`src/rtl/qdl_consts.svh`:
```
/*
  Timing counts and word layout constants for the quad converter serial load link.
  Assumes a 250 MHz system clock on both ends.
*/
`ifndef QDL_CONSTS_SVH
`define QDL_CONSTS_SVH

`define QDL_CLK_PERIOD_NS 4
`define QDL_WORD_BITS 11
`define QDL_CODE_BITS 8
`define QDL_NUM_CH 4
`define QDL_SEL_HI_POS 10
`define QDL_SEL_LO_POS 9
`define QDL_RANGE_POS 8
`define QDL_CODE_MSB_POS 7
`define QDL_CODE_RESET 8'h00
`define QDL_STROBE_LOW_NS 250
`define QDL_STROBE_LOW_CYC ((`QDL_STROBE_LOW_NS + `QDL_CLK_PERIOD_NS - 1) / `QDL_CLK_PERIOD_NS)
`define QDL_SETUP_NS 50
`define QDL_SETUP_CYC ((`QDL_SETUP_NS + `QDL_CLK_PERIOD_NS - 1) / `QDL_CLK_PERIOD_NS)
`define QDL_SCLK_HALF_CYC 125
`define QDL_BURST_BITS 8

`endif

```
`src/rtl/qdl_pkg.sv`:
```
/*
  Types shared by both ends of the quad converter serial load link.
  Assumes qdl_consts.svh supplies the numeric layout.
*/
`include "qdl_consts.svh"

package qdl_pkg;
  typedef logic [`QDL_WORD_BITS-1:0] qdl_word_t;
  typedef logic [`QDL_CODE_BITS-1:0] qdl_code_t;
  typedef logic [1:0] qdl_chan_t;
endpackage

```
`src/rtl/qdl_if.sv`:
```
/*
  Three-wire serial link plus output update strobe between host and converter.
  Assumes the host drives every wire; the converter only listens.
*/
`timescale 1ns/1ps
`default_nettype none

interface qdl_if;
  logic sclk;
  logic sdata;
  logic load;
  logic output_update_strobe;

  // Host drives all wires
  modport host (output sclk, output sdata, output load, output output_update_strobe);
  // Converter samples all wires
  modport dev (input sclk, input sdata, input load, input output_update_strobe);
endinterface

`default_nettype wire

```
`src/rtl/qdl_dev.sv`:
```
/*
  Converter end: serial input register, per-channel holding latches and outputs.
  Assumes the link pins come from another clock domain and are resynchronised here.
*/
`timescale 1ns/1ps
`default_nettype none

// Notes on behaviour
// Shift one bit per serial clock fall
// Latch strobe low moves word to channel
// Update strobe low: output follows immediately
// Update strobe high: hold until strobe falls
// Word travels most significant bit first
// Select 00/01/10/11 picks channels A..D
// Range bit doubles the output span
// Host may send an eight-bit burst then three bits
// Latch strobe falls after eleventh bit
// Latch strobe low at least 250 ns
// Update strobe low at least 250 ns
// Order: select hi, lo, range, code
// Power-up clears every channel code
// Code is unsigned, 256 steps of span
module qdl_dev
  import qdl_pkg::*;
(
  // Clock and reset
  input wire logic i_clk,
  input wire logic i_rst_n,
  // Link
  qdl_if.dev link,
  // Channel outputs (code and range per channel)
  output logic [`QDL_CODE_BITS-1:0] o_channel_a_output,
  output logic [`QDL_CODE_BITS-1:0] o_channel_b_output,
  output logic [`QDL_CODE_BITS-1:0] o_channel_c_output,
  output logic [`QDL_CODE_BITS-1:0] o_channel_d_output,
  output logic [`QDL_NUM_CH-1:0] o_gain_range_bit,
  // Debug: bits shifted since latch strobe rose
  output logic [3:0] o_bit_count
);
  // Channel decode used for both holding latch and output writes
  function automatic logic [`QDL_NUM_CH-1:0] chan_onehot(input qdl_chan_t sel);
    chan_onehot = `QDL_NUM_CH'(1) << sel;
  endfunction

  logic [1:0] sclk_sync_ff, sdata_sync_ff, load_sync_ff, upd_sync_ff;
  logic sclk_q_ff, load_q_ff, upd_q_ff;
  qdl_word_t shift_ff, nxt_shift;
  logic [3:0] cnt_ff, nxt_cnt;
  qdl_code_t hold_code_ff [`QDL_NUM_CH];
  qdl_code_t out_code_ff [`QDL_NUM_CH];
  logic [`QDL_NUM_CH-1:0] hold_rng_ff, out_rng_ff;

  // Two-stage synchronisers; only the second stage is read by logic
  always_ff @(posedge i_clk) begin
    sclk_sync_ff <= {sclk_sync_ff[0], link.sclk};
    sdata_sync_ff <= {sdata_sync_ff[0], link.sdata};
    load_sync_ff <= {load_sync_ff[0], link.load};
    upd_sync_ff <= {upd_sync_ff[0], link.output_update_strobe};
  end

  // Edge history of the synchronised levels
  always_ff @(posedge i_clk) begin
    if (!i_rst_n) begin
      sclk_q_ff <= 1'b1;
      load_q_ff <= 1'b1;
      upd_q_ff <= 1'b0; // Update strobe idles low after reset; avoids a false fall
    end else begin
      sclk_q_ff <= sclk_sync_ff[1];
      load_q_ff <= load_sync_ff[1];
      upd_q_ff <= upd_sync_ff[1];
    end
  end

  wire sclk_fall = sclk_q_ff & ~sclk_sync_ff[1];
  wire load_fall = load_q_ff & ~load_sync_ff[1];
  wire upd_fall = upd_q_ff & ~upd_sync_ff[1];
  wire load_high = load_sync_ff[1];
  wire upd_low = ~upd_sync_ff[1];
  // Channel fields of the captured word
  wire qdl_chan_t word_sel = {shift_ff[`QDL_SEL_HI_POS], shift_ff[`QDL_SEL_LO_POS]};
  wire word_rng = shift_ff[`QDL_RANGE_POS];
  wire qdl_code_t word_code = shift_ff[`QDL_CODE_MSB_POS:0];
  wire [`QDL_NUM_CH-1:0] sel_hot = chan_onehot(word_sel);

  // Shifting: counter does not wrap, so bursts of eight need no special case
  assign nxt_shift = (sclk_fall && load_high) ? {shift_ff[`QDL_WORD_BITS-2:0], sdata_sync_ff[1]} : shift_ff;
  assign nxt_cnt = !load_high ? 4'h0 :
                   (sclk_fall && cnt_ff != 4'hF) ? cnt_ff + 4'h1 : cnt_ff;

  // Serial input register; newest bit enters at the bottom so the first bit ends on top
  always_ff @(posedge i_clk) begin
    if (!i_rst_n) begin
      shift_ff <= '0;
      cnt_ff <= 4'h0;
    end else begin
      shift_ff <= nxt_shift;
      cnt_ff <= nxt_cnt;
    end
  end

  // Holding latches and outputs per channel; only the last 11 bits count if more arrive
  genvar g;
  generate
    for (g = 0; g < `QDL_NUM_CH; g++) begin : g_ch
      wire take = load_fall & sel_hot[g];
      always_ff @(posedge i_clk) begin
        if (!i_rst_n) begin
          hold_code_ff[g] <= `QDL_CODE_RESET;
          hold_rng_ff[g] <= 1'b0;
          out_code_ff[g] <= `QDL_CODE_RESET;
          out_rng_ff[g] <= 1'b0;
        end else begin
          if (take) begin
            hold_code_ff[g] <= word_code;
            hold_rng_ff[g] <= word_rng;
          end
          if (take && upd_low) begin
            out_code_ff[g] <= word_code;
            out_rng_ff[g] <= word_rng;
          end else if (upd_fall) begin
            out_code_ff[g] <= hold_code_ff[g];
            out_rng_ff[g] <= hold_rng_ff[g];
          end
        end
      end
    end
  endgenerate

  // Codes are unsigned 0..255, one step per 1/256 of span
  assign o_channel_a_output = out_code_ff[0];
  assign o_channel_b_output = out_code_ff[1];
  assign o_channel_c_output = out_code_ff[2];
  assign o_channel_d_output = out_code_ff[3];
  assign o_gain_range_bit = out_rng_ff;
  assign o_bit_count = cnt_ff;
endmodule

`default_nettype wire

```
`src/flat_wrapper.sv`:
```
// flat-port wrapper written by rule: the top's interface ports become plain ports
module qdl_dev_flat import qdl_pkg::*;
  (i_clk, i_rst_n, o_channel_a_output, o_channel_b_output, o_channel_c_output, o_channel_d_output, o_gain_range_bit, o_bit_count, link_sclk, link_sdata, link_load, link_output_update_strobe);
  qdl_if link_i ();
  input wire logic i_clk;
  input wire logic i_rst_n;
  output logic [`QDL_CODE_BITS-1:0] o_channel_a_output;
  output logic [`QDL_CODE_BITS-1:0] o_channel_b_output;
  output logic [`QDL_CODE_BITS-1:0] o_channel_c_output;
  output logic [`QDL_CODE_BITS-1:0] o_channel_d_output;
  output logic [`QDL_NUM_CH-1:0] o_gain_range_bit;
  output logic [3:0] o_bit_count;
  input wire logic [$bits(link_i.sclk)-1:0] link_sclk;
  input wire logic [$bits(link_i.sdata)-1:0] link_sdata;
  input wire logic [$bits(link_i.load)-1:0] link_load;
  input wire logic [$bits(link_i.output_update_strobe)-1:0] link_output_update_strobe;
  assign link_i.sclk = link_sclk;
  assign link_i.sdata = link_sdata;
  assign link_i.load = link_load;
  assign link_i.output_update_strobe = link_output_update_strobe;
  qdl_dev u_core (.i_clk(i_clk), .i_rst_n(i_rst_n), .link(link_i), .o_channel_a_output(o_channel_a_output), .o_channel_b_output(o_channel_b_output), .o_channel_c_output(o_channel_c_output), .o_channel_d_output(o_channel_d_output), .o_gain_range_bit(o_gain_range_bit), .o_bit_count(o_bit_count));
endmodule
```
`config.mk`:
```
export PLATFORM = sky130hd
export DESIGN_NAME = qdl_dev_flat
export DESIGN_NICKNAME = d
export VERILOG_FILES = /design/src/rtl/qdl_pkg.sv /design/src/rtl/qdl_if.sv /design/src/rtl/qdl_dev.sv /design/src/flat_wrapper.sv
export VERILOG_INCLUDE_DIRS = /design/src /design/src/rtl
export SDC_FILE = /design/constraint.sdc
export NUM_CORES = 1
export LEC_CHECK = 0
export BUFFER_PORTS_ARGS = -buffer_cell sky130_fd_sc_hd__buf_2
export CAP_MARGIN = 20
export CORE_ASPECT_RATIO = 0.5
export CORE_UTILIZATION = 55
export DETAILED_ROUTE_END_ITERATION = 10
export GPL_ROUTABILITY_DRIVEN = 1
export GPL_TIMING_DRIVEN = 0
export PLACE_DENSITY_LB_ADDON = 0.25
export SYNTH_ARGS = -nofsm -noshare
export SYNTH_HDL_FRONTEND = slang
export SYNTH_SLANG_ARGS = --single-unit
```
`constraint.sdc`:
```
create_clock -name i_clk -period 3.3 [get_ports i_clk]
set_input_delay 0.825 -clock i_clk [delete_from_list [all_inputs] [get_ports i_clk]]
set_output_delay 0.825 -clock i_clk [all_outputs]
set_load 0.05 [all_outputs]
```
# Yosys cells after proc, flatten, opt, wreduce, memory -nomap -nowiden
# Memory sizes are Yosys's and may differ from the RTL's.
# Cells that the tools add are included.
[classes]
add_sub_neg = 1
eq_ne = 1
shift = 1
muxes = 58
n_bitwise = 22
n_reduce_logical = 11
[op_table]
columns = ["cell", "n"]
rows = [
  ["2-to-1 mux 8 bit", 12],
  ["2-to-1 mux 1 bit", 46],
  ["bitwise OR 1 bit", 12],
  ["nonzero test 2 bit", 4],
  ["bitwise AND 1 bit", 7],
  ["logical AND 1 bit", 6],
  ["adder 4 x 1 -> 4 bit (second input constant)", 1],
  ["!= test 4 bit (second input constant)", 1],
  ["left shift 1 x 2 -> 4 bit (first input constant)", 1],
  ["NOT 1 bit", 3],
  ["AND reduction 2 bit", 1],
]
[word_totals]
ff_bits = 34
ramBits = 64
in_bits = 6
n_memories = 2
[mem_list]
columns = ["name", "depth", "word_bits", "rd", "rd_ports_with_merged_regs", "wr", "line_no", "text"]
rows = [
  ["u_core.hold_code_ff", 4, 8, 4, 0, 4, "qdl_dev.sv:49", "qdl_code_t hold_code_ff [`QDL_NUM_CH];"],
  ["u_core.out_code_ff", 4, 8, 4, 0, 4, "qdl_dev.sv:50", "qdl_code_t out_code_ff [`QDL_NUM_CH];"],
]

# Longest topological paths before layout
# Gate-level depths: netlist of the first run.
[depth]
ltp_word = 9
depth_mapped = 5
mapped_depth_nobuf = 4

# Worst setup path after synthesis of the first run
# No wires, ideal clock.
[synth_path]
path_type = "reg-to-reg"
start = "register u_core.shift_ff[9]"
end = "memory u_core.out_code_ff[0][0] (netlist bit) (enable)"
setup_time_ns = 0.384
arrival_time_ns = 1.634
setup_slack_ns = 1.282
stages_incl_launch_ff = 6
period_less_slack_ns = 2.018
cell_sequence = "dfxtp_1 > buf_2 > nor4b_2 > buf_2 > nor2_1 > o21ai_0"
[synth_rtl]
columns = ["item", "line_no", "text"]
rows = [
  ["from (decl)", "qdl_dev.sv:47", "qdl_word_t shift_ff, nxt_shift;"],
  ["from (signal assigned)", "qdl_dev.sv:96", "shift_ff <= nxt_shift;"],
  ["to (decl)", "qdl_dev.sv:50", ""],
]

==> impl_metrics.yaml, run 1 <==
outcome:
  status: "completed"
logic_synthesis:
  synthArstFlopShare: 0
  syn_nets: 379
  synth.avg_cell_area_um2: 11.0
  ys_ff_latch: 98
  synth.area.mux_share: 0.0122
  synth_top_family_by_area: "simple AND/OR/NAND/NOR gates"
  synth_top_area_share: 0.469
  synth_top_cell_by_area: "edfxtp_1"
  yosysWarnings: 0
  ys.flop_type: "edfxtp_1"
  synth-xor-area-share: 0
  yosysUniqueCellTypes: 34
  synth.yosys.seq_area_share: 0.635
  netlist_instances: 372
  synth_edf_count: 64
  syn_area_um2: 4100
  synth_fa_ha_area_frac: 0.00305
  synth_common_cells: "edfxtp_1 (64), nand2_1 (55), nand3_1 (44)"
  ys_top_cells_by_area: "edfxtp_1 (47%), dfxtp_1 (17%), nand3_1 (5.4%)"
  synth_compound_area_frac: 0.0907
  synth_most_common_cell: "edfxtp_1"
  synth_simple_gate_area_share: 0.223
floorplan:
  die_h_um: 63.0
  dieArea_um2: 7820
  num_rows: 21
  chipWidth_um: 124
  ioPinCount: 46
  design.core.area_um2: 6940
  start_util: 0.591
routing:
  wl_um: 8910
  final_antenna_net_count: 0
  drt_iter0_markers: 300
  drc: 0
  routed_via_density: 5.79
  first_pass_iters: 5
  detail_route.wl_per_cell_um: 17.0
  vias: 3038
sta:
  tns_ns: 0
  finalCritPeriodShare: 0.711
  worst_slew_pin_slew_ns: 0.993
  finalClockSkew_ns: 0.00937
  finalCriticalPeriod_ns: 2.35
  fmax_ghz: 0.426
  rsz0062_at_grt: "no"
  slew_viol_final: 0
  setup_slack_ns: 0.955
  setup_viol: 0
  hold_viol_final: 0
  relSlewSlack: 0.331
setup_path:
  arrival_ns: 2.31
  crit_required_ns: 3.27
  cp-end-kind: "register"
  startpoint_type: "register"
  criticalPathCategory: "reg2reg"
  cp_max_fo: 10
final_layout:
  area_growth_pct: 16.2
  nets: 435
  fillers: 505
  layout-drive-gt1-share: 0.180
  num_antenna_cells: 0
cts:
  clk_pin_slew_worst_paths_ns: 0.07
  post_cts_resized: 0
  root_buffer: "clkbuf_16"
  numCtsBuffers: 9
  cts_tree: "yes"
  cts_hold_buffers: 0
  cts_sinks: 98
  clk_latency_ns: 0.34
  clock_path_buffers: 2
  post-cts-setup-buffers: 0
  htreeDepth: 3
global_routing:
  grt_start_max_net_pins: 18
  grt_pass1_wl_um: 14000
  grt_pass1_vias: 2851
  grt_usage: 0.248
  gr-total-overflow: 0
  antenna_found_initial: 0
placed_design:
  port_buffers: 45
  dp_slack_ns: 0.990
  post-dp-hpwl_um: 5900
  place.gp.congestion: 0.815
worst_hold_path:
  min_path_type: "reg2reg"
run:
  cap_violations: 0
power_and_ir_drop:
  irDropWorstVdd_uv: 384
  cellPowerDensity_nw_per_um2: 564
  p_leak_nw: 1.73
registers in the layout (all words and copies together), names as in the netlist:
signal and count:
u_core.load_q_ff 1, u_core.o_bit_count 4, u_core.upd_sync_ff 2, u_core.sdata_sync_ff 2, u_core.o_gain_range_bit 4, u_core.hold_rng_ff 4, u_core.hold_code_ff 32, u_core.upd_q_ff 1
u_core.sclk_q_ff 1, u_core.shift_ff 11, u_core.sclk_sync_ff 2, u_core.out_code_ff 32, u_core.load_sync_ff 2
logic make-up (layout without fill, tap and decap cells):
kind of cell / count (synthesis) / in the layout
mux: 5 / 5
fa+ha+maj: 1 / 1
flops: 98 / 98
simple gates: 168 / 168
buf+inv: 36 / 97
compound gates: 64 / 64
placed cells by master (no fill, tap or decap), drive strengths merged, types with 7 or more instances in the layout:
cell	n
a21oi	38
clkbuf	31
nand2b	7
a21boi	14
and2	33
buf	57
edfxtp	64
nand2	55
dfxtp	34
nand3	44
metrics by stage:
step                power (mW)  utilization  instances  instance area (um2)  hold slack (ns)
floorplan                 1.54            -        372                 4100            0.310
global placement          1.58        0.640        509                 4440            0.311
detailed placement        1.59        0.640        509                 4440            0.312
CTS                       2.69        0.687        525                 4760            0.327
global route              2.76        0.687        525                 4760            0.332
finish                    2.69        0.687        525                 4760            0.327
worst paths after layout:
path                               start                        to  slack (ns)  cells past startpoint
setup / recovery      u_core.shift_ff[9]  u_core.out_code_ff[1][0]        0.95                      5
setup reg to reg      u_core.shift_ff[9]  u_core.out_code_ff[1][0]        0.95                      5
hold / removal    u_core.load_sync_ff[0]    u_core.load_sync_ff[1]        0.33                      0
hold reg to reg   u_core.load_sync_ff[0]    u_core.load_sync_ff[1]        0.33                      0
critical path, stage by stage, from the launching register on:
cell	delay [ns]
dfxtp_1	0.37
buf_2	0.25
and4bb_2	0.26
buf_2	0.23
nor2_1	0.08
o21ai_0	0.78
layout make-up:
class | instances | area, um2 | share of cell area
Tap cell | 92 | 115 | 0.0242
Buffer | 34 | 140 | 0.0294
Clock buffer | 9 | 225 | 0.0473
Timing Repair Buffer | 45 | 225 | 0.0473
Inverter | 2 | 7.51 | 0.00158
Clock inverter | 7 | 98.8 | 0.0208
Multi-Input combinational cell | 238 | 1350 | 0.283
Sequential cell | 98 | 2600 | 0.546
per-layer routing:
metal,routed length [um],track usage
met5,0,0
met3,962,0.0803
met4,144,0.0908
met1,3700,0.325
met2,4110,0.386
power by group:
part / leakage [nW] / internal (mW) / switching (mW)
Sequential: 0.951 / 1.35 / 0.0157
Clock: 0.156 / 0.669 / 0.454
Combinational: 0.623 / 0.0406 / 0.158
No activity file was read; power rests on OpenSTA's default activity.
==> inputs of run 2 (changes only) <==
- CORE_UTILIZATION: 55 -> 52
- clock period: 3.3 -> 2.05 ns (I/O delays scaled with it)
==> run 2 against run 1 <==
- routed wire length shrank 1.2%
- maximum frequency grew 25%
- sequential share of layout area shrank 0.43 points
- hold slack lost 0.059 ns
- clock-buffer cell count grew 2
- combinational power grew 65%
- die area grew 5.6%
- sequential cell count is the same
- via count shrank 1.1%
- utilization shrank 4.5 points
- critical path type unchanged
- critical endpoint is now u_core.out_code_ff[1][7]
- largest cell class unchanged
- highest routed layer unchanged
==> impl_metrics.yaml, run 2 (same netlist as run 1, synthesis figures left out) <==
cts:
  cts_sinks: 98
  numCtsBuffers: 9
  cts_tree: "yes"
  clk_pin_slew_worst_paths_ns: 0.06
  post-cts-setup-buffers: 0
  clk_latency_ns: 0.34
  htreeDepth: 3
  clock_path_buffers: 2
  cts_hold_buffers: 0
  root_buffer: "clkbuf_16"
routing:
  final_antenna_net_count: 0
  drc: 0
  vias: 3005
  wl_um: 8810
  first_pass_iters: 5
  detail_route.wl_per_cell_um: 16.3
  drt_iter0_markers: 208
  routed_via_density: 5.55
setup_path:
  cp-end-kind: "register"
  cp_max_fo: 10
  cp_common_cell: "buf_2"
  startpoint_type: "register"
  criticalPathCategory: "reg2reg"
  crit_required_ns: 2.06
  cpMaxStageDelayCell: "dfxtp_1"
  slowest_delay_ns: 0.38
  arrival_ns: 1.88
  cp_cell_sequence: "buf_2 > and4bb_2 > buf_2 > nor2_1 > o21ai_4"
placed_design:
  dp_slack_ns: -0.469
  place_inst: 525
  post-dp-hpwl_um: 6030
  place.gp.congestion: 0.815
  port_buffers: 45
global_routing:
  grt_start_max_net_pins: 17
  gr-total-overflow: 0
  grt_usage: 0.229
  antenna_found_initial: 1
  grt_pass1_vias: 2834
  grt_pass1_wl_um: 14000
run:
  cap_violations: 0
sta:
  slew_viol_final: 0
  worst_slew_pin_slew_ns: 0.766
  finalCritPeriodShare: 0.913
  setup_slack_ns: 0.179
  setup_viol: 0
  hold_viol_final: 0
  whs_ns: 0.268
  finalClockSkew_ns: 0.00857
  fmax_ghz: 0.534
  tns_ns: 0
  finalCriticalPeriod_ns: 1.87
  rsz0062_at_grt: "no"
  relSlewSlack: 0.490
worst_hold_path:
  min_path_type: "in2reg"
outcome:
  status: "completed"
final_layout:
  area_growth_pct: 17.1
  mostFrequentLayoutCell: "edfxtp_1"
  final_cell_mix: "edfxtp_1 (64), buf_2 (55), nand2_1 (55)"
  layout-drive-gt1-share: 0.185
  largest_registers: "u_core.hold_code_ff: 32 flops, u_core.out_code_ff: 32 flops, u_core.shift_ff: 11 flops"
  num_antenna_cells: 0
  fin_cells: 541
  nets: 435
power_and_ir_drop:
  comb_power_share: 0.077
  power_frac_clock: 0.409
  cellPowerDensity_nw_per_um2: 891
  irDropWorstVdd_uv: 480
  internal-power_mw: 3.31
  swShare: 0.226
  p_switching_mw: 0.965
  seqPwrFrac: 0.514
  p_leak_nw: 1.73
floorplan:
  num_rows: 22
  dieArea_um2: 8260
  design.core.area_um2: 7490
  ioPinCount: 46
  chipWidth_um: 128
  start_util: 0.547
  die_h_um: 64.8
==> run 2: cell types whose count changed in the layout (fill, tap and decap cells not counted), moves of 2 or more <==
cell / change
o21ai_2: +2
o21ai_4: +2
o21ai_0: -4
clkbuf_1: +2
==> run 2: metal layers <==
layer,share of wire,vias to the layer above,track usage
met5,0,-,0
met2,0.47,129,0.375
li1,-,1422,-
met3,0.084,15,0.0652
met1,0.43,1439,0.292
met4,0.014,0,0.0863
==> run 2: repair_timing <==
action                     in CTS  in global routing
gates resized for setup         7                  3
setup endpoints to repair      32                 24
gates cloned                    0                  0
==> run 2: worst paths after layout <==
path	cells past startpoint	to	slack, ns	start
max	5	u_core.out_code_ff[1][7]	0.18	u_core.shift_ff[9]
min	1	u_core.load_sync_ff[0]	0.27	link_load
max reg2reg	5	u_core.out_code_ff[1][7]	0.18	u_core.shift_ff[9]
min reg2reg	0	u_core.sdata_sync_ff[1]	0.33	u_core.sdata_sync_ff[0]
==> run 2: cell type report <==
| type | instances | area, um2 |
|---|---|---|
| inverters | 2 | 7.51 |
| clock inverters | 5 | 78.8 |
| multi-input cells | 238 | 1380 |
| flip-flops and latches | 98 | 2600 |
| plain buffers | 34 | 140 |
| repair buffers | 45 | 225 |
| clock buffers | 11 | 233 |
| fillers | 594 | 2690 |
| well taps | 108 | 135 |
==> run 2: stage by stage <==
stage,power (mW),area (um2),utilization
after floorplan,2.48,4100,-
after global placement,2.55,4460,0.596
after detailed placement,2.56,4460,0.596
after CTS,4.29,4780,0.639
after global routing,4.39,4800,0.641
final,4.28,4800,0.641
==> run 2: power groups by stage <==
stage          Clock, mW  Sequential [mW]  Combinational (mW)
2_1_floorplan          0             2.37               0.109
3_3_place_gp           0             2.24               0.313
3_5_place_dp           0             2.24               0.321
4_1_cts             1.77             2.20               0.325
5_1_grt             1.84             2.21               0.349
6_report            1.75             2.20               0.329
==> run 2: critical path, delay by kind of cell, from the launching register on <==
kind / cells / cell delay [ns]
AOI/OAI and AO/OA: 1 / 0.30
buffers and inverters: 2 / 0.49
DFF: 1 / 0.38
and+or+nand+nor: 2 / 0.38
